==> src/hdl/fault_status_pkg.sv <==
// Purpose: constants and carrier types for the fault status and interrupt block
// Assumes: byte-wide registers on a 16-bit register address
// Notes: bit positions are shared by live, sticky and mask registers
package fault_status_pkg;

	// ----------------------------------------
	// register offsets
	// ----------------------------------------
	localparam logic [15:0] FAULT_LIVE_STATUS_OFS = 16'h000C;
	localparam logic [15:0] INPUT_LOSS_LIVE_STATUS_OFS = 16'h000D;
	localparam logic [15:0] FAULT_STICKY_FLAGS_OFS = 16'h0011;
	localparam logic [15:0] INPUT_LOSS_STICKY_FLAGS_OFS = 16'h0012;
	localparam logic [15:0] FAULT_INTERRUPT_MASKS_OFS = 16'h0017;
	localparam logic [15:0] INPUT_LOSS_INTERRUPT_MASKS_OFS = 16'h0018;
	localparam logic [15:0] REF_SELECT_CTRL_OFS = 16'h0021;

	// ----------------------------------------
	// field positions
	// ----------------------------------------
	localparam int CALIBRATION_ACTIVE_BIT = 0;
	localparam int CRYSTAL_SIGNAL_LOSS_BIT = 1;
	localparam int SELECTED_REF_SIGNAL_LOSS_BIT = 2;
	localparam int PLL_UNLOCKED_BIT = 3;
	localparam int BUS_TIMEOUT_BIT = 5;
	localparam int REF_SELECT_BY_REGISTER_BIT = 0;
	localparam int REF_SELECT_LSB = 1;
	localparam logic [7:0] FAULT_IMPL_BITS = 8'h2F;
	localparam logic [7:0] INPUT_LOSS_IMPL_BITS = 8'h0F;
	localparam logic [7:0] REF_SELECT_IMPL_BITS = 8'h07;

	// ----------------------------------------
	// reset values
	// ----------------------------------------
	localparam logic [7:0] FLAGS_RESET = 8'h00;
	localparam logic [7:0] MASKS_RESET = 8'h00;
	localparam logic [7:0] REF_SELECT_RESET = 8'h00;

	// ----------------------------------------
	// reference choices
	// ----------------------------------------
	typedef enum logic [1:0]
	{
		REF_CLOCK_INPUT_0 = 2'b00,
		REF_CLOCK_INPUT_1 = 2'b01,
		REF_CLOCK_INPUT_2 = 2'b10,
		REF_CRYSTAL_PIN_PAIR = 2'b11
	} ref_select_t;

	// raw monitor levels from the analog detectors, plus the reference select pins
	typedef struct packed
	{
		logic calibrationActive;
		logic crystalSignalLoss;
		logic pllUnlocked;
		logic busTimeout;
		logic [3:0] perInputSignalLoss;
		logic [1:0] refSelectPins;
	} monitor_t;

	// register access request
	typedef struct packed
	{
		logic write;
		logic read;
		logic [15:0] addr;
		logic [7:0] wdata;
	} reg_req_t;

endpackage

==> src/hdl/fault_status_interrupt.sv <==
// Purpose: live fault status, sticky flags, masks and interrupt pins
// Assumes: monitor levels and select pins are asynchronous to clock
// Notes: register reads answer one cycle after the request
//
// Summary of operation
// - each live condition has its own sticky flag
// - writing zero clears flag, one leaves it
// - calibration running shown at status bit 0
// - crystal loss at bit 1, A pin only
// - selected reference loss at status bit 2
// - pll unlock reported at status bit 3
// - bus timeout reported at status bit 5
// - per-input loss field: in0,in1,in2,feedback
// - flags share the status bit positions
// - irq low while any unmasked flag set
// - mask bit one removes flag from irq
// - status readable; unlock also on own pin
// - reference chosen by pins or register
`timescale 1ns/1ps

module fault_status_interrupt
(
	// clock and reset
	input wire logic clock,
	input wire logic rst_b,
	// detector levels and select pins
	input wire fault_status_pkg::monitor_t monitorIn,
	// register access
	input wire fault_status_pkg::reg_req_t regReq,
	output logic [7:0] regRdata,
	output logic regRvalid,
	// pins
	output logic irq_out_n,
	output logic unlock_out_n
);
	import fault_status_pkg::*;

	localparam int SYNC_W = $bits(monitor_t);

	// ----------------------------------------
	// input synchronisers
	// ----------------------------------------
	logic [SYNC_W-1:0] sync1_r, sync2_r, sync3_r, filt_r, filt_nxt;

	// a level counts only once stages two and three agree
	always_comb
	begin
		filt_nxt = filt_r;
		for (int i = 0; i < SYNC_W; i++)
		begin
			if (sync2_r[i] == sync3_r[i])
				filt_nxt[i] = sync3_r[i];
		end
	end

	always_ff @(posedge clock or negedge rst_b)
	begin
		if (!rst_b)
		begin
			sync1_r <= '0;
			sync2_r <= '0;
			sync3_r <= '0;
			filt_r <= '0;
		end
		else
		begin
			sync1_r <= monitorIn;
			sync2_r <= sync1_r;
			sync3_r <= sync2_r;
			filt_r <= filt_nxt;
		end
	end

	monitor_t mon;
	assign mon = monitor_t'(filt_r);

	// ----------------------------------------
	// live status
	// ----------------------------------------
	logic [7:0] refSelCtrl_r, refSelCtrl_nxt;
	ref_select_t activeRef;
	logic selectedRefLoss;
	logic [7:0] faultLive, lossLive;

	function automatic logic hit(input reg_req_t r, input logic [15:0] ofs);
		hit = r.write && (r.addr == ofs);
	endfunction

	always_comb
	begin
		if (refSelCtrl_r[REF_SELECT_BY_REGISTER_BIT])
			activeRef = ref_select_t'(refSelCtrl_r[REF_SELECT_LSB +: 2]);
		else
			activeRef = ref_select_t'(mon.refSelectPins);
		case (activeRef)
			REF_CLOCK_INPUT_0: selectedRefLoss = mon.perInputSignalLoss[0];
			REF_CLOCK_INPUT_1: selectedRefLoss = mon.perInputSignalLoss[1];
			REF_CLOCK_INPUT_2: selectedRefLoss = mon.perInputSignalLoss[2];
			REF_CRYSTAL_PIN_PAIR: selectedRefLoss = mon.crystalSignalLoss;
			default: selectedRefLoss = 1'b0;
		endcase
		faultLive = 8'h00;
		faultLive[CALIBRATION_ACTIVE_BIT] = mon.calibrationActive;
		faultLive[CRYSTAL_SIGNAL_LOSS_BIT] = mon.crystalSignalLoss;
		faultLive[SELECTED_REF_SIGNAL_LOSS_BIT] = selectedRefLoss;
		faultLive[PLL_UNLOCKED_BIT] = mon.pllUnlocked;
		faultLive[BUS_TIMEOUT_BIT] = mon.busTimeout;
		lossLive = {4'h0, mon.perInputSignalLoss};
	end

	// ----------------------------------------
	// sticky flags, masks, control
	// ----------------------------------------
	logic [7:0] faultFlags_r, faultFlags_nxt, lossFlags_r, lossFlags_nxt;
	logic [7:0] faultMask_r, faultMask_nxt, lossMask_r, lossMask_nxt;
	logic irqOut_n_r, irqOut_n_nxt, unlockOut_n_r;

	function automatic logic [7:0] sticky(input logic [7:0] flags, input logic [7:0] live,
		input logic clr, input logic [7:0] wdata, input logic [7:0] impl);
		// live term is ORed last so a set wins over a clearing write
		sticky = ((clr ? (flags & wdata) : flags) | live) & impl;
	endfunction

	always_comb
	begin
		faultFlags_nxt = sticky(faultFlags_r, faultLive, hit(regReq, FAULT_STICKY_FLAGS_OFS),
			regReq.wdata, FAULT_IMPL_BITS);
		lossFlags_nxt = sticky(lossFlags_r, lossLive, hit(regReq, INPUT_LOSS_STICKY_FLAGS_OFS),
			regReq.wdata, INPUT_LOSS_IMPL_BITS);
		faultMask_nxt = faultMask_r;
		lossMask_nxt = lossMask_r;
		refSelCtrl_nxt = refSelCtrl_r;
		if (hit(regReq, FAULT_INTERRUPT_MASKS_OFS))
			faultMask_nxt = regReq.wdata & FAULT_IMPL_BITS;
		if (hit(regReq, INPUT_LOSS_INTERRUPT_MASKS_OFS))
			lossMask_nxt = regReq.wdata & INPUT_LOSS_IMPL_BITS;
		if (hit(regReq, REF_SELECT_CTRL_OFS))
			refSelCtrl_nxt = regReq.wdata & REF_SELECT_IMPL_BITS;
		// pin follows the new flag and mask values in the same edge
		irqOut_n_nxt = ~(|(faultFlags_nxt & ~faultMask_nxt) |
			|(lossFlags_nxt & ~lossMask_nxt));
	end

	always_ff @(posedge clock or negedge rst_b)
	begin
		if (!rst_b)
		begin
			faultFlags_r <= FLAGS_RESET;
			lossFlags_r <= FLAGS_RESET;
			faultMask_r <= MASKS_RESET;
			lossMask_r <= MASKS_RESET;
			refSelCtrl_r <= REF_SELECT_RESET;
			irqOut_n_r <= 1'b1;
			unlockOut_n_r <= 1'b1;
		end
		else
		begin
			faultFlags_r <= faultFlags_nxt;
			lossFlags_r <= lossFlags_nxt;
			faultMask_r <= faultMask_nxt;
			lossMask_r <= lossMask_nxt;
			refSelCtrl_r <= refSelCtrl_nxt;
			irqOut_n_r <= irqOut_n_nxt;
			unlockOut_n_r <= ~filt_nxt[$bits(monitor_t) - 3];
		end
	end

	assign irq_out_n = irqOut_n_r;
	assign unlock_out_n = unlockOut_n_r;

	// ----------------------------------------
	// register read
	// ----------------------------------------
	logic [7:0] rdata_r, rdata_nxt;
	logic rvalid_r;

	always_comb
	begin
		case (regReq.addr)
			FAULT_LIVE_STATUS_OFS: rdata_nxt = faultLive;
			INPUT_LOSS_LIVE_STATUS_OFS: rdata_nxt = lossLive;
			FAULT_STICKY_FLAGS_OFS: rdata_nxt = faultFlags_r;
			INPUT_LOSS_STICKY_FLAGS_OFS: rdata_nxt = lossFlags_r;
			FAULT_INTERRUPT_MASKS_OFS: rdata_nxt = faultMask_r;
			INPUT_LOSS_INTERRUPT_MASKS_OFS: rdata_nxt = lossMask_r;
			REF_SELECT_CTRL_OFS: rdata_nxt = refSelCtrl_r;
			default: rdata_nxt = 8'h00;
		endcase
		if (!regReq.read)
			rdata_nxt = rdata_r;
	end

	always_ff @(posedge clock or negedge rst_b)
	begin
		if (!rst_b)
		begin
			rdata_r <= 8'h00;
			rvalid_r <= 1'b0;
		end
		else
		begin
			rdata_r <= rdata_nxt;
			rvalid_r <= regReq.read;
		end
	end

	assign regRdata = rdata_r;
	assign regRvalid = rvalid_r;

	// ----------------------------------------
	// checks
	// ----------------------------------------
	chk_flag_sets: assert property (@(posedge clock) disable iff (!rst_b)
		faultLive[PLL_UNLOCKED_BIT] |=> faultFlags_r[PLL_UNLOCKED_BIT])
		else $error("unlock flag did not set");

	chk_flag_clears: assert property (@(posedge clock) disable iff (!rst_b)
		(hit(regReq, INPUT_LOSS_STICKY_FLAGS_OFS) && !regReq.wdata[1] && !lossLive[1])
		|=> !lossFlags_r[1])
		else $error("zero write did not clear flag");

	chk_flag_keeps: assert property (@(posedge clock) disable iff (!rst_b)
		(hit(regReq, FAULT_STICKY_FLAGS_OFS) && regReq.wdata[BUS_TIMEOUT_BIT]
		&& faultFlags_r[BUS_TIMEOUT_BIT]) |=> faultFlags_r[BUS_TIMEOUT_BIT])
		else $error("one write disturbed flag");

	chk_set_wins: assert property (@(posedge clock) disable iff (!rst_b)
		(hit(regReq, FAULT_STICKY_FLAGS_OFS) && faultLive[CALIBRATION_ACTIVE_BIT])
		|=> faultFlags_r[CALIBRATION_ACTIVE_BIT])
		else $error("event lost under clear");

	chk_irq_asserts: assert property (@(posedge clock) disable iff (!rst_b)
		(|(faultFlags_r & ~faultMask_r) || |(lossFlags_r & ~lossMask_r)) |-> !irq_out_n)
		else $error("irq high with pending flag");

	chk_irq_masked: assert property (@(posedge clock) disable iff (!rst_b)
		(faultMask_r == FAULT_IMPL_BITS && lossMask_r == INPUT_LOSS_IMPL_BITS) |-> irq_out_n)
		else $error("masked flags drove irq");

	chk_ref_select: assert property (@(posedge clock) disable iff (!rst_b)
		(refSelCtrl_r[REF_SELECT_BY_REGISTER_BIT] && refSelCtrl_r[REF_SELECT_LSB +: 2] == 2'b10)
		|-> faultLive[SELECTED_REF_SIGNAL_LOSS_BIT] == mon.perInputSignalLoss[2])
		else $error("wrong reference observed");

	chk_unlock_pin: assert property (@(posedge clock) disable iff (!rst_b)
		$rose(mon.pllUnlocked) |-> !unlock_out_n ##1 $past(faultLive[PLL_UNLOCKED_BIT]))
		else $error("unlock pin not low");

	chk_status_read: assert property (@(posedge clock) disable iff (!rst_b)
		(regReq.read && regReq.addr == INPUT_LOSS_LIVE_STATUS_OFS)
		|=> regRvalid && regRdata == {4'h0, $past(mon.perInputSignalLoss)})
		else $error("loss field read wrong");

endmodule

==> config.mk <==
export PLATFORM = sky130hd
export DESIGN_NAME = fault_status_interrupt
export DESIGN_NICKNAME = d
export VERILOG_FILES = /design/src/hdl/fault_status_pkg.sv /design/src/hdl/fault_status_interrupt.sv
export SDC_FILE = /design/constraint.sdc
export NUM_CORES = 1
export LEC_CHECK = 0
export BUFFER_PORTS_ARGS = -buffer_cell sky130_fd_sc_hd__buf_4
export CAP_MARGIN = 10
export CELL_PAD_IN_SITES_DETAIL_PLACEMENT = 1
export CELL_PAD_IN_SITES_GLOBAL_PLACEMENT = 2
export CORE_MARGIN = 2
export CORE_UTILIZATION = 38
export DETAILED_ROUTE_END_ITERATION = 10
export PLACE_DENSITY_LB_ADDON = 0.1
export SYNTH_ARGS = -nofsm -noshare
export SYNTH_HDL_FRONTEND = slang
export SYNTH_SLANG_ARGS = --single-unit
==> constraint.sdc <==
create_clock -name clock -period 2.1 [get_ports clock]
set_clock_uncertainty 0.2 [all_clocks]
set_input_delay 0.42 -clock clock [delete_from_list [all_inputs] [get_ports clock]]
set_output_delay 0.42 -clock clock [all_outputs]
set_load 0.01 [all_outputs]
### After elaboration in Yosys (flattened, before gate mapping)

Index checks and enable logic that the tools add are counted.

* word-level logic and storage cells: 69
* register bits after elaboration: 79
* output and inout port bits: 11

* multiplexer cells: 8
* bitwise gates (word level): 11
* equality and inequality tests: 20
* reduce and logical (&&, ||, !) cells: 8

Operator list (number)
* equality test 16 x 5 -> 1 bit (second input constant): 4
* case mux 8 bit (7 select lines): 1
* equality test 16 x 4 -> 1 bit (second input constant): 2
* equality test 16 x 6 -> 1 bit (second input constant): 1
* two-way mux 8 bit: 2
* NOT 8 bit: 2
* OR reduction 8 bit: 2
* equality test 1 bit: 10
* AND 4 x 8 -> 8 bit: 1
* AND 6 x 8 -> 8 bit: 1
* AND 6 bit: 1
* two-way mux 6 bit: 1
* OR 6 bit: 1
* logical AND 1 bit: 5
* AND 4 bit: 1
* equality test 2 bit (second input constant): 2
* two-way mux 4 bit: 1
* OR 4 bit: 1
* case mux 1 bit (4 select lines): 1
* equality test 2 x 1 -> 1 bit (second input constant): 1
* zero test 2 bit: 1
* two-way mux 2 bit: 1
* NOT 1 bit: 2
* two-way mux 1 bit: 1
* OR 1 bit: 1

### Logic depth before layout (Yosys ltp)

Gate-level depths: netlist of run 1.

* depth in word-level cells: 8
* mapped depth: 8

### Worst setup path before layout of run 1

OpenSTA, ideal clock, no wires.

* kind: in2reg
* start: input regReq[17] (netlist name)
* end: register irqOut_n_r, in the netlist irq_out_n
* path slack: -425 ps
* stages: 7
* required time: 1810 ps
* arrival: 2235 ps
* path buffers: 1
* cells stage by stage: or4_4 > buf_6 > or3_4 > o41a_1 > o211ai_2 > o211ai_2 > nor4_2

* longest elaborated chain between the ends: 8
* elaborated cells between the ends (all ways): 22
* classes of those cells: 4 x eq/ne; 4 x mux; 8 x bitwise; 6 x reduce/logical

RTL lines
* from (decl): line fault_status_interrupt.sv:29 `input wire fault_status_pkg::reg_req_t regReq,`
* equality test 16 x 5 -> 1 bit: line fault_status_interrupt.sv:86 `hit = r.write && (r.addr == ofs);`
* logical AND 1 bit: line fault_status_interrupt.sv:86
* two-way mux 6 bit, or another cell as far along: line fault_status_interrupt.sv:121 `sticky = ((clr ? (flags & wdata) : flags) | live) & impl;`
* OR 6 bit, or another cell as far along: line fault_status_interrupt.sv:121
* AND 6 x 8 -> 8 bit or AND 4 x 8 -> 8 bit (tied branches): line fault_status_interrupt.sv:140, fault_status_interrupt.sv:141
* OR reduction 8 bit (on tied branches): line fault_status_interrupt.sv:140, fault_status_interrupt.sv:141
* OR 1 bit (*): line fault_status_interrupt.sv:141 `|(lossFlags_nxt & ~lossMask_nxt));`
* NOT 1 bit (*): line fault_status_interrupt.sv:140 `irqOut_n_nxt = ~(|(faultFlags_nxt & ~faultMask_nxt) |`
* net irqOut_n_nxt: line fault_status_interrupt.sv:116 `logic irqOut_n_r, irqOut_n_nxt, unlockOut_n_r;`
* to (signal assigned): line fault_status_interrupt.sv:163 `irqOut_n_r <= irqOut_n_nxt;`
* to (decl): line fault_status_interrupt.sv:116

The timed path passes the listed nets; every way through them passes the cells marked *.
A chain may end at the register's enable or synchronous reset.

### Worst setup path in the final report of run 1

* start: input regReq[18] (netlist name)
* end: register irqOut_n_r, in the netlist irq_out_n

* longest elaborated chain between the ends: 8
* elaborated cells between the ends (all ways): 22
* classes of those cells: 4 x eq/ne; 4 x mux; 8 x bitwise; 6 x reduce/logical

RTL lines
* equality test 16 x 5 -> 1 bit: line fault_status_interrupt.sv:86
* logical AND 1 bit: line fault_status_interrupt.sv:86
* two-way mux 6 bit: line fault_status_interrupt.sv:121
* OR 6 bit: line fault_status_interrupt.sv:121
* net faultFlags_nxt[1]: line fault_status_interrupt.sv:114 `logic [7:0] faultFlags_r, faultFlags_nxt, lossFlags_r, lossFlags_nxt;`
* AND 6 x 8 -> 8 bit: line fault_status_interrupt.sv:140
* OR reduction 8 bit: line fault_status_interrupt.sv:140
* OR 1 bit: line fault_status_interrupt.sv:141
* NOT 1 bit: line fault_status_interrupt.sv:140
* net irqOut_n_nxt: line fault_status_interrupt.sv:116

The timed path passes the listed nets, and every way through them passes these cells.

==> impl_metrics.toml, run 1 <==
[outcome]
status = "finished, violations left"
violations = "negative setup slack"

[placement]
place_congestion = 0.896
hpwl_um = 5900
dp_slack_ns = -0.644
io_buffers = 45

[drt]
drcViolationCount = 0
routed_wl_um = 8230
postRouteAntennaNets = 0
wirelength_met1_um = 3680
routed-wl-met3_um = 345
drtIter0Drc = 123
via_per_inst = 5.12
wl_per_cell_um = 17.8
vias = 2364
wl_met2_um = 4110
dr.pass1.iters = 6
highest_layer = "met4"

[synth]
synthDominantCellAreaShare_pct = 60.5
synth.largest_area_cell = "dfrtp_1"
synth_cell_types = 54
synth-edff-count = 0
ys.flop_type = "dfrtp_1"
async_flop_share_pct = 100
synth_top_cells_by_area = "dfrtp_1 61%, maj3_1 2.8%, mux2_2 2.5%"
ys_ff_latch = 79
yosys_warnings = 0
synth_nets = 279
syn_inst = 241
avgSynthCellArea_um2 = 13.2
synthesis.area_um2 = 3180
ys_seq_area_share_pct = 62.2

[floorplanning]
core_area_um2 = 8180
rows = 33
die_y_um = 95.5
dieArea_um2 = 9130
initial_utilization_pct = 39.0
io_pins = 49
dieWidth_um = 95.5

[worst_setup_path]
slowest_stage = "or4_4"
arrival_ns = 2.39
cp_slowest_stage_delay_ns = 0.58
critical_path.endpoint_type = "flip-flop"
crit_path_max_fanout = 6
cp_common_cell = "buf_4"
path_cells = "buf_6 > or4_4 > buf_4 > nor4_2 > buf_4 > buf_4 > a21oi_1 > nand3_1 > o211ai_1 > nor4_2"
critPathLaunchType = "input pin"
path_class = "in2reg"
startpoint = "regReq[18]"
r2r-start = "refSelCtrl_r[0]"
required_ns = 2.17

[power]
pwr-share-comb_pct = 7.9
power_frac_seq_pct = 53.6
leakage_nw = 1.99
p_switching_mw = 0.746
power_mw = 3.01
peakVddDrop_uv = 445
clockPowerShare_pct = 38.5
internal_power_mw = 2.26
p_per_area_nw_per_um2 = 671
p_sw_share_pct = 24.8

[cells_and_area]
multi_input_area_um2 = 1220
ff_latch_area_um2 = 1980
fin_nets = 390
area_growth_pct = 40.9
drive_above_1_share_pct = 45.1
n_antenna_cell = 0
nFillCells = 851

[sta]
max_freq_mhz = 430
min_period_over_period_pct = 111
maxSlewViolCount = 0
setup_viol = 7
slew_headroom_pct = 69.3
timing.final.ws_setup_ns = -0.224
hold_viol = 0
worst_pin_slew_ns = 0.460
rsz0062_at_grt = "true"
holdWs_ns = 0.0714
min_period_ns = 2.32

[hold_path]
hold_start = "regReq[24]"
hold_path_class = "in2reg"

[global_route]
grt_start_max_net_pins = 31
first_global_vias = 2509
grt_use_total_pct = 20.1
antenna_found_initial = 0
overflow = 0
grt_pass1_wl_um = 13300

[clocking]
insertion_delay_ns = 0.36
cts_htree_levels = 3
clk_path_buf_depth = 2
cts_buffers = 9
clock_sinks = 79
clk_pin_slew_worst_paths_ns = 0.08
cts_tree = "done"
root_buffer = "clkbuf_8"

[run]
max_cap_viol_count = 0
cell usage in the layout, fill, tap and decap left out, types with 3 or more instances in the layout:
cell            n
a21o_1          3
nor3_1          3
a21oi_1         4
dfrtp_1        77
maj3_1          9
a22oi_2         5
nor2_1          4
buf_6          12
nand3_1         3
a21oi_2         3
buf_4          84
and2_1          8
mux2i_1         5
nor4_2          5
nor4_4          3
o22ai_1         7
o21ai_0         3
nand4_1         5
a222oi_1        3
mux2_2          7
clkbuf_8        9
nand2_1         8
dlygate4sd3_1  11
inv_1          15
nand3b_1        4
critical path, delay by kind of cell:
kind            cells  cell delay (ns)
simple gates        4             1.21
compound gates      2             0.21
buf+inv             4             0.55
worst paths after layout:
check                                     to  slack (ns)  cells past startpoint
worst max-delay path               irq_out_n       -0.22                     10
worst min-delay path               regRvalid        0.07                      1
worst max register to register     irq_out_n        0.06                      5
worst min register to register    sync2_r[3]        0.15                      0
max in group asynchronous       unlock_out_n        0.79                      3
min in group asynchronous          filt_r[6]        0.33                      2
Yosys cell counts, types with 3 or more instances:
| cell type | instances |
|---|---|
| inv_1 | 15 |
| nor3_1 | 4 |
| mux2i_1 | 5 |
| a21o_1 | 3 |
| o21ai_0 | 5 |
| buf_1 | 3 |
| a222oi_1 | 3 |
| nand3b_1 | 4 |
| a22oi_1 | 6 |
| mux2_2 | 7 |
| nand2_1 | 8 |
| nor4_1 | 4 |
| and2_1 | 8 |
| nand4_1 | 5 |
| nor2_1 | 6 |
| dfrtp_1 | 77 |
| nor4_2 | 4 |
| o22ai_1 | 8 |
| nand3_1 | 3 |
| a21oi_1 | 7 |
| maj3_1 | 9 |
area by class of cell:
| cell class | count | share of cell area [%] |
|---|---|---|
| inverters | 15 | 1.25 |
| repair buffers | 108 | 20.0 |
| clock buffers | 9 | 2.76 |
| multi-input cells | 139 | 27.2 |
| flip-flops and latches | 79 | 44.1 |
| clock inverters | 7 | 1.78 |
| well taps | 105 | 2.93 |
power groups by stage:
stage	registers [mW]	clock network, mW	logic (mW)
after floorplan	1.63	0	0.0761
after global placement	1.64	0	0.207
after detailed placement	1.64	0	0.211
after CTS	1.61	1.20	0.235
after global routing	1.62	1.28	0.260
final	1.61	1.16	0.236
state kept, by name, summed over array words and instances, names as in the netlist:
register	flops
faultMask_r	8
sync1_r	10
lossFlags_r	4
lossMask_r	8
refSelCtrl_r	3
filt_r	10
faultFlags_r	5
regRdata	8
irq_out_n	1
unlock_out_n	1
sync3_r	10
regRvalid	1
sync2_r	10
cell families (layout without fill, tap and decap cells):
logic type / Yosys count / count (layout) / synth area share, %
AO/OA/AOI/OAI: 45 / 45 / 10.3
XOR/XNOR: 1 / 1 / 0.275
adder cells (fa/ha/maj): 9 / 9 / 2.83
buffers and inverters: 23 / 139 / 3.26
flip-flops: 79 / 79 / 62.2
multiplexers: 15 / 15 / 5.70
AND/OR/NAND/NOR: 69 / 69 / 15.4
routing by layer:
metal / track usage (%) / up-vias
li1: - / 1112
met1: 26.7 / 1189
met2: 33.1 / 55
met3: 3.95 / 8
met4: 6.79 / 0
met5: 0 / -
through the flow:
stage,instances,setup TNS [ns],area (um2),utilization (%)
after floorplan,241,-5.19,3200,-
after global placement,430,-14.06,3990,48.7
after detailed placement,430,-14.07,3990,48.7
after CTS,462,-0.936,4410,53.9
after global routing,462,-1.34,4490,54.9
final,462,-0.776,4490,54.9
repair_timing:
item / 4_1_cts / 5_1_grt
gates resized for setup: 19 / 17
hold buffers: 11 / 0
endpoints found under the hold margin: 36 / 0
buffers inserted: 5 / 0
endpoints found under the setup margin: 16 / 16
pin swaps: 9 / 9
Note: power is estimated with default switching activity, not from simulation.
==> run 2, diff against run 1 <==
--- a/config.mk
+++ b/config.mk
@@ -9,6 +9,6 @@
 export CAP_MARGIN = 10
-export CELL_PAD_IN_SITES_DETAIL_PLACEMENT = 1
-export CELL_PAD_IN_SITES_GLOBAL_PLACEMENT = 2
+export CELL_PAD_IN_SITES_DETAIL_PLACEMENT = 0
+export CELL_PAD_IN_SITES_GLOBAL_PLACEMENT = 1
 export CORE_MARGIN = 2
-export CORE_UTILIZATION = 38
+export CORE_UTILIZATION = 45
 export DETAILED_ROUTE_END_ITERATION = 10
==> constraint.sdc (replaced) <==
create_clock -name clock -period 2.1 [get_ports clock]
set_clock_uncertainty 0.2 [all_clocks]
set_input_delay 0.315 -clock clock [delete_from_list [all_inputs] [get_ports clock]]
set_output_delay 0.315 -clock clock [all_outputs]
set_load 0.01 [all_outputs]
==> run 2 against run 1 <==
The flow still finishes with violations (negative setup slack). Critical endpoint unchanged. Cell count decreased by 3.9%. Via count decreased by 4.0%. Worst hold slack got worse by 0.028 ns. Critical path type unchanged. Sequential cell count unchanged. Sequential power about the same. Count of clock-buffer cells in the layout increased by 2. Die area decreased by 15%. Critical path depth decreased by 3.
==> impl_metrics.toml, run 2 (synthesis gave the netlist of run 1 again) <==
[outcome]
status = "finished, violations left"
violations = "negative setup slack"

[worst_setup_path]
worst-path-buf-inv = 1
cp_slowest_stage_delay_ns = 0.61
crit_path_max_fanout = 7
required_ns = 2.16
slowest_stage = "or4_4"
path_cells = "buf_6 > or4_4 > or3_4 > o41a_1 > o211ai_2 > o211ai_2 > nor4_2"
cp_common_cell = "o211ai_2"
crit_family = "simple AND/OR/NAND/NOR gates"
path_class = "in2reg"
arrival_ns = 2.26
critical_path.endpoint_type = "flip-flop"
critPathLaunchType = "input pin"

[sta]
setup_viol = 6
rsz0062_at_grt = "true"
timing.final.ws_setup_ns = -0.0942
worst_pin_slew_ns = 0.427
hold_viol = 0
min_period_over_period_pct = 104
min_period_ns = 2.19
max_freq_mhz = 456
slew_headroom_pct = 71.5
tns_ns = -0.275
holdWs_ns = 0.0432
maxSlewViolCount = 0

[cells_and_area]
drive_above_1_share_pct = 39.7
area_growth_pct = 36.8
nFillCells = 583
layout_commonest_cell = "buf_4"
n_antenna_cell = 0
fin_nets = 381
postLayoutCellArea_um2 = 4360
final_cell_mix = "79 x buf_4, 77 x dfrtp_1, 15 x inv_1"

[floorplanning]
io_pins = 49
die_y_um = 88.1
dieWidth_um = 88.1
core_area_um2 = 6830
rows = 30
dieArea_um2 = 7770
initial_utilization_pct = 46.6

[drt]
dr.pass1.iters = 4
postRouteAntennaNets = 0
drtIter0Drc = 83
routed_wl_um = 6980
wl_per_cell_um = 15.7
vias = 2270
drcViolationCount = 0
via_per_inst = 5.11

[clocking]
cts_tree = "done"
clock_sinks = 79
root_buffer = "clkbuf_8"
cts_buffers = 9
insertion_delay_ns = 0.34
cts_htree_levels = 3
clk_pin_slew_worst_paths_ns = 0.08
clk_path_buf_depth = 2

[global_route]
grt_use_total_pct = 20.1
first_global_vias = 2245
grt_pass1_wl_um = 11400
grt_start_max_net_pins = 34
overflow = 0
antenna_found_initial = 0

[placement]
io_buffers = 45
hpwl_um = 5030
place_congestion = 0.829
post_dp_cell_area_um2 = 3910

[run]
max_cap_viol_count = 0

[power]
power_mw = 3.07
peakVddDrop_uv = 572
leakage_nw = 1.97
p_per_area_nw_per_um2 = 705

[hold_path]
hold_path_class = "in2reg"
## run 2: cell count changes in the layout (fill, tap and decap cells not counted), sizes merged
cell | before | now
dlygate4sd3 | 11 | 12
bufinv | 1 | 2
clkbuf | 9 | 11
clkinvlp | 1 | 0
buf | 97 | 87
clkinv | 3 | 2
inv | 17 | 16
## run 2: layout make-up
cell class | count | area (um2) | area share, %
timing repair buffer | 99 | 816 | 18.7
inverter | 15 | 56.3 | 1.29
clock buffer | 11 | 141 | 3.25
sequential | 79 | 1980 | 45.4
multi-input combinational | 139 | 1160 | 26.7
tap | 96 | 120 | 2.76
clock inverter | 5 | 78.8 | 1.81
## run 2: metrics by stage
| stage | cells | utilization, % | setup WS, ns |
|---|---|---|---|
| floorplan | 241 | - | -0.320 |
| global placement | 413 | 57.2 | -0.665 |
| detailed placement | 413 | 57.2 | -0.637 |
| CTS | 443 | 63.4 | -0.0866 |
| global route | 444 | 63.8 | -0.171 |
| finish | 444 | 63.8 | -0.0942 |
## run 2: power breakdown
group | internal, mW | switching [mW]
clock network | 0.703 | 0.533
logic | 0.123 | 0.105
registers | 1.57 | 0.0338
## run 2: timing repair
action,4_1_cts,5_1_grt
hold buffers,12,0
endpoints found under the setup margin,8,9
buffers inserted,2,1
resized for setup,16,4
endpoints found under the hold margin,63,0
pin swaps,8,3
## run 2: final timing paths
path | start | endpoint | slack (ns) | cells past startpoint
max in group asynchronous | rst_b | lossFlags_r[2] | 0.85 | 3
min in group asynchronous | rst_b | regRdata[2] | 0.21 | 2
worst max-delay path | regReq[18] | irq_out_n | -0.09 | 7
worst min-delay path | regReq[3] | lossMask_r[3] | 0.04 | 3
worst max register to register | refSelCtrl_r[0] | irq_out_n | 0.08 | 5
worst min register to register | sync1_r[9] | sync2_r[9] | 0.15 | 0
## run 2: routing by layer
| layer | track usage, % | routed length [um] | vias up |
|---|---|---|---|
| met2 | 30.9 | 3250 | 60 |
| met4 | 7.44 | 150 | 0 |
| li1 | - | - | 1100 |
| met3 | 4.62 | 342 | 14 |
| met5 | 0 | 0 | - |
| met1 | 28.2 | 3240 | 1096 |
## run 2: worst register-to-register path, cell delays in order, from the launching register on
cell,delay (ns)
dfrtp_1,0.42
mux2i_1,0.26
mux4_2,0.56
o211ai_1,0.23
o211ai_2,0.13
nor4_2,0.14
==> run 3, diff against run 2 <==
- CORE_UTILIZATION: 45 -> 25
==> run 3 against run 2 <==
The flow still finishes with violations (negative setup slack). Combinational power up 5%. Setup slack worse by 0.074 ns. Sequential share of layout area down 2.6 points. First-iteration DRC count up 110%. Total power up 3.8%. Count of clock-buffer cells in the layout up 1. Fmax down 3.3%. Via count up 2.9%. Clock power up 8%. Critical path depth up 2. Critical path type unchanged. Critical endpoint is now regRdata[2]. Largest cell class unchanged.
==> impl_metrics.toml, run 3 (synthesis gave the netlist of run 1 again) <==
[clocking]
insertion_delay_ns = 0.33
cts_htree_levels = 3
cts_tree = "done"
clk_pin_slew_worst_paths_ns = 0.06
cts_buffers = 9
root_buffer = "clkbuf_16"
clock_sinks = 79
clk_path_buf_depth = 2

[sta]
maxSlewViolCount = 0
rsz0062_at_grt = "true"
max_freq_mhz = 441
worst_pin_slew_ns = 0.473
hold_viol = 0
min_period_over_period_pct = 108
slew_headroom_pct = 68.5
min_period_ns = 2.27
setup_viol = 5
holdWs_ns = 0.0577
timing.final.ws_setup_ns = -0.169

[floorplanning]
io_pins = 49
dieArea_um2 = 13700
dieWidth_um = 117
die_y_um = 117
core_area_um2 = 12500
initial_utilization_pct = 25.4
rows = 41

[outcome]
status = "finished, violations left"
violations = "negative setup slack"

[global_route]
first_global_vias = 2482
grt_start_max_net_pins = 35
antenna_found_initial = 0
grt_use_total_pct = 13.8
overflow = 0
grt_pass1_wl_um = 13700

[drt]
routed_wl_um = 8310
wl_per_cell_um = 15.8
via_per_inst = 4.43
dr.pass1.iters = 5
vias = 2336
drtIter0Drc = 174
postRouteAntennaNets = 0
drcViolationCount = 0

[worst_setup_path]
startpoint = "regReq[18]"
crit_family = "simple AND/OR/NAND/NOR gates"
slowest_stage = "or4_4"
crit_path_max_fanout = 7
path_class = "in2reg"
cp_common_cell = "buf_6"
worst-path-buf-inv = 3
critical_path.endpoint_type = "flip-flop"
cp_slowest_stage_delay_ns = 0.60
r2r-start = "refSelCtrl_r[0]"
critPathLaunchType = "input pin"
path_cells = "buf_6 > or4_4 > or3_4 > buf_6 > nor4_4 > buf_4 > a22oi_1 > o211a_1 > o22ai_1"
arrival_ns = 2.32
required_ns = 2.16

[power]
peakVddDrop_uv = 456
power_mw = 3.19
leakage_nw = 2.03
p_per_area_nw_per_um2 = 690

[placement]
place_congestion = 0.827
io_buffers = 45
hpwl_um = 6000

[run]
max_cap_viol_count = 0

[cells_and_area]
ff_latch_area_um2 = 1980
area_growth_pct = 45.1
nFillCells = 1239
final_cell_mix = "82 x buf_4, 77 x dfrtp_1, 15 x inv_1"
fin_util_pct = 36.9
multi_input_area_um2 = 1210
n_antenna_cell = 0
fin_nets = 390
drive_above_1_share_pct = 42.5
layout_commonest_cell = "buf_4"

[hold_path]
hold_path_class = "in2reg"
hold_start = "regReq[2]"
==> run 3: worst register-to-register path, stage by stage (launching register included) <==
cell and delay [ns]:
dfrtp_1 0.36, mux2i_1 0.24, mux4_2 0.57, o211ai_1 0.23, o211ai_2 0.13, nor4_2 0.16
==> run 3: metrics by stage <==
| step | area, um2 | std cells | setup WS (ns) | TNS (ns) |
|---|---|---|---|---|
| finish | 4620 | 527 | -0.169 | -0.651 |
| CTS | 4540 | 527 | -0.168 | -0.627 |
| global route | 4620 | 527 | -0.269 | -0.972 |
| detailed placement | 4050 | 493 | -0.747 | -10.42 |
| floorplan | 3190 | 241 | -0.320 | -2.51 |
| global placement | 4050 | 493 | -0.715 | -11.18 |
==> run 3: per-layer routing <==
| metal | GRT usage [%] | vias to the layer above | routed length, um |
|---|---|---|---|
| met2 | 21.0 | 65 | 3790 |
| li1 | - | 1121 | - |
| met5 | 0 | - | 0 |
| met3 | 3.45 | 8 | 418 |
| met1 | 18.7 | 1142 | 3960 |
| met4 | 6.04 | 0 | 140 |
==> run 3: area by class of cell <==
class | count | area share [%]
Sequential cell | 79 | 42.8
Multi-Input combinational cell | 139 | 26.3
Timing Repair Buffer | 108 | 19.7
Clock buffer | 12 | 5.12
Tap cell | 172 | 4.66
Inverter | 15 | 1.22
Clock inverter | 2 | 0.217
==> run 3: report_power, final <==
group / internal [mW] / leakage (nW) / switching (mW)
registers: 1.58 / 0.955 / 0.0360
logic: 0.128 / 0.952 / 0.111
clock network: 0.783 / 0.122 / 0.555
==> run 3: worst paths after layout <==
check                      cells after the start               to  slack, ns
setup / recovery                               9      regRdata[2]      -0.17
hold / removal                                 2  refSelCtrl_r[2]       0.06
setup reg to reg                               5        irq_out_n       0.13
hold reg to reg                                0       sync2_r[7]       0.14
max in group asynchronous                      3       sync1_r[9]       0.84
min in group asynchronous                      2      regRdata[4]       0.28
==> run 3: repair_timing <==
item / CTS / global route
hold endpoints to repair: 40 / 0
buffers inserted: 8 / 1
hold buffers: 12 / 0
resized for setup: 15 / 20
setup endpoints to repair: 12 / 13
pin swaps: 8 / 11
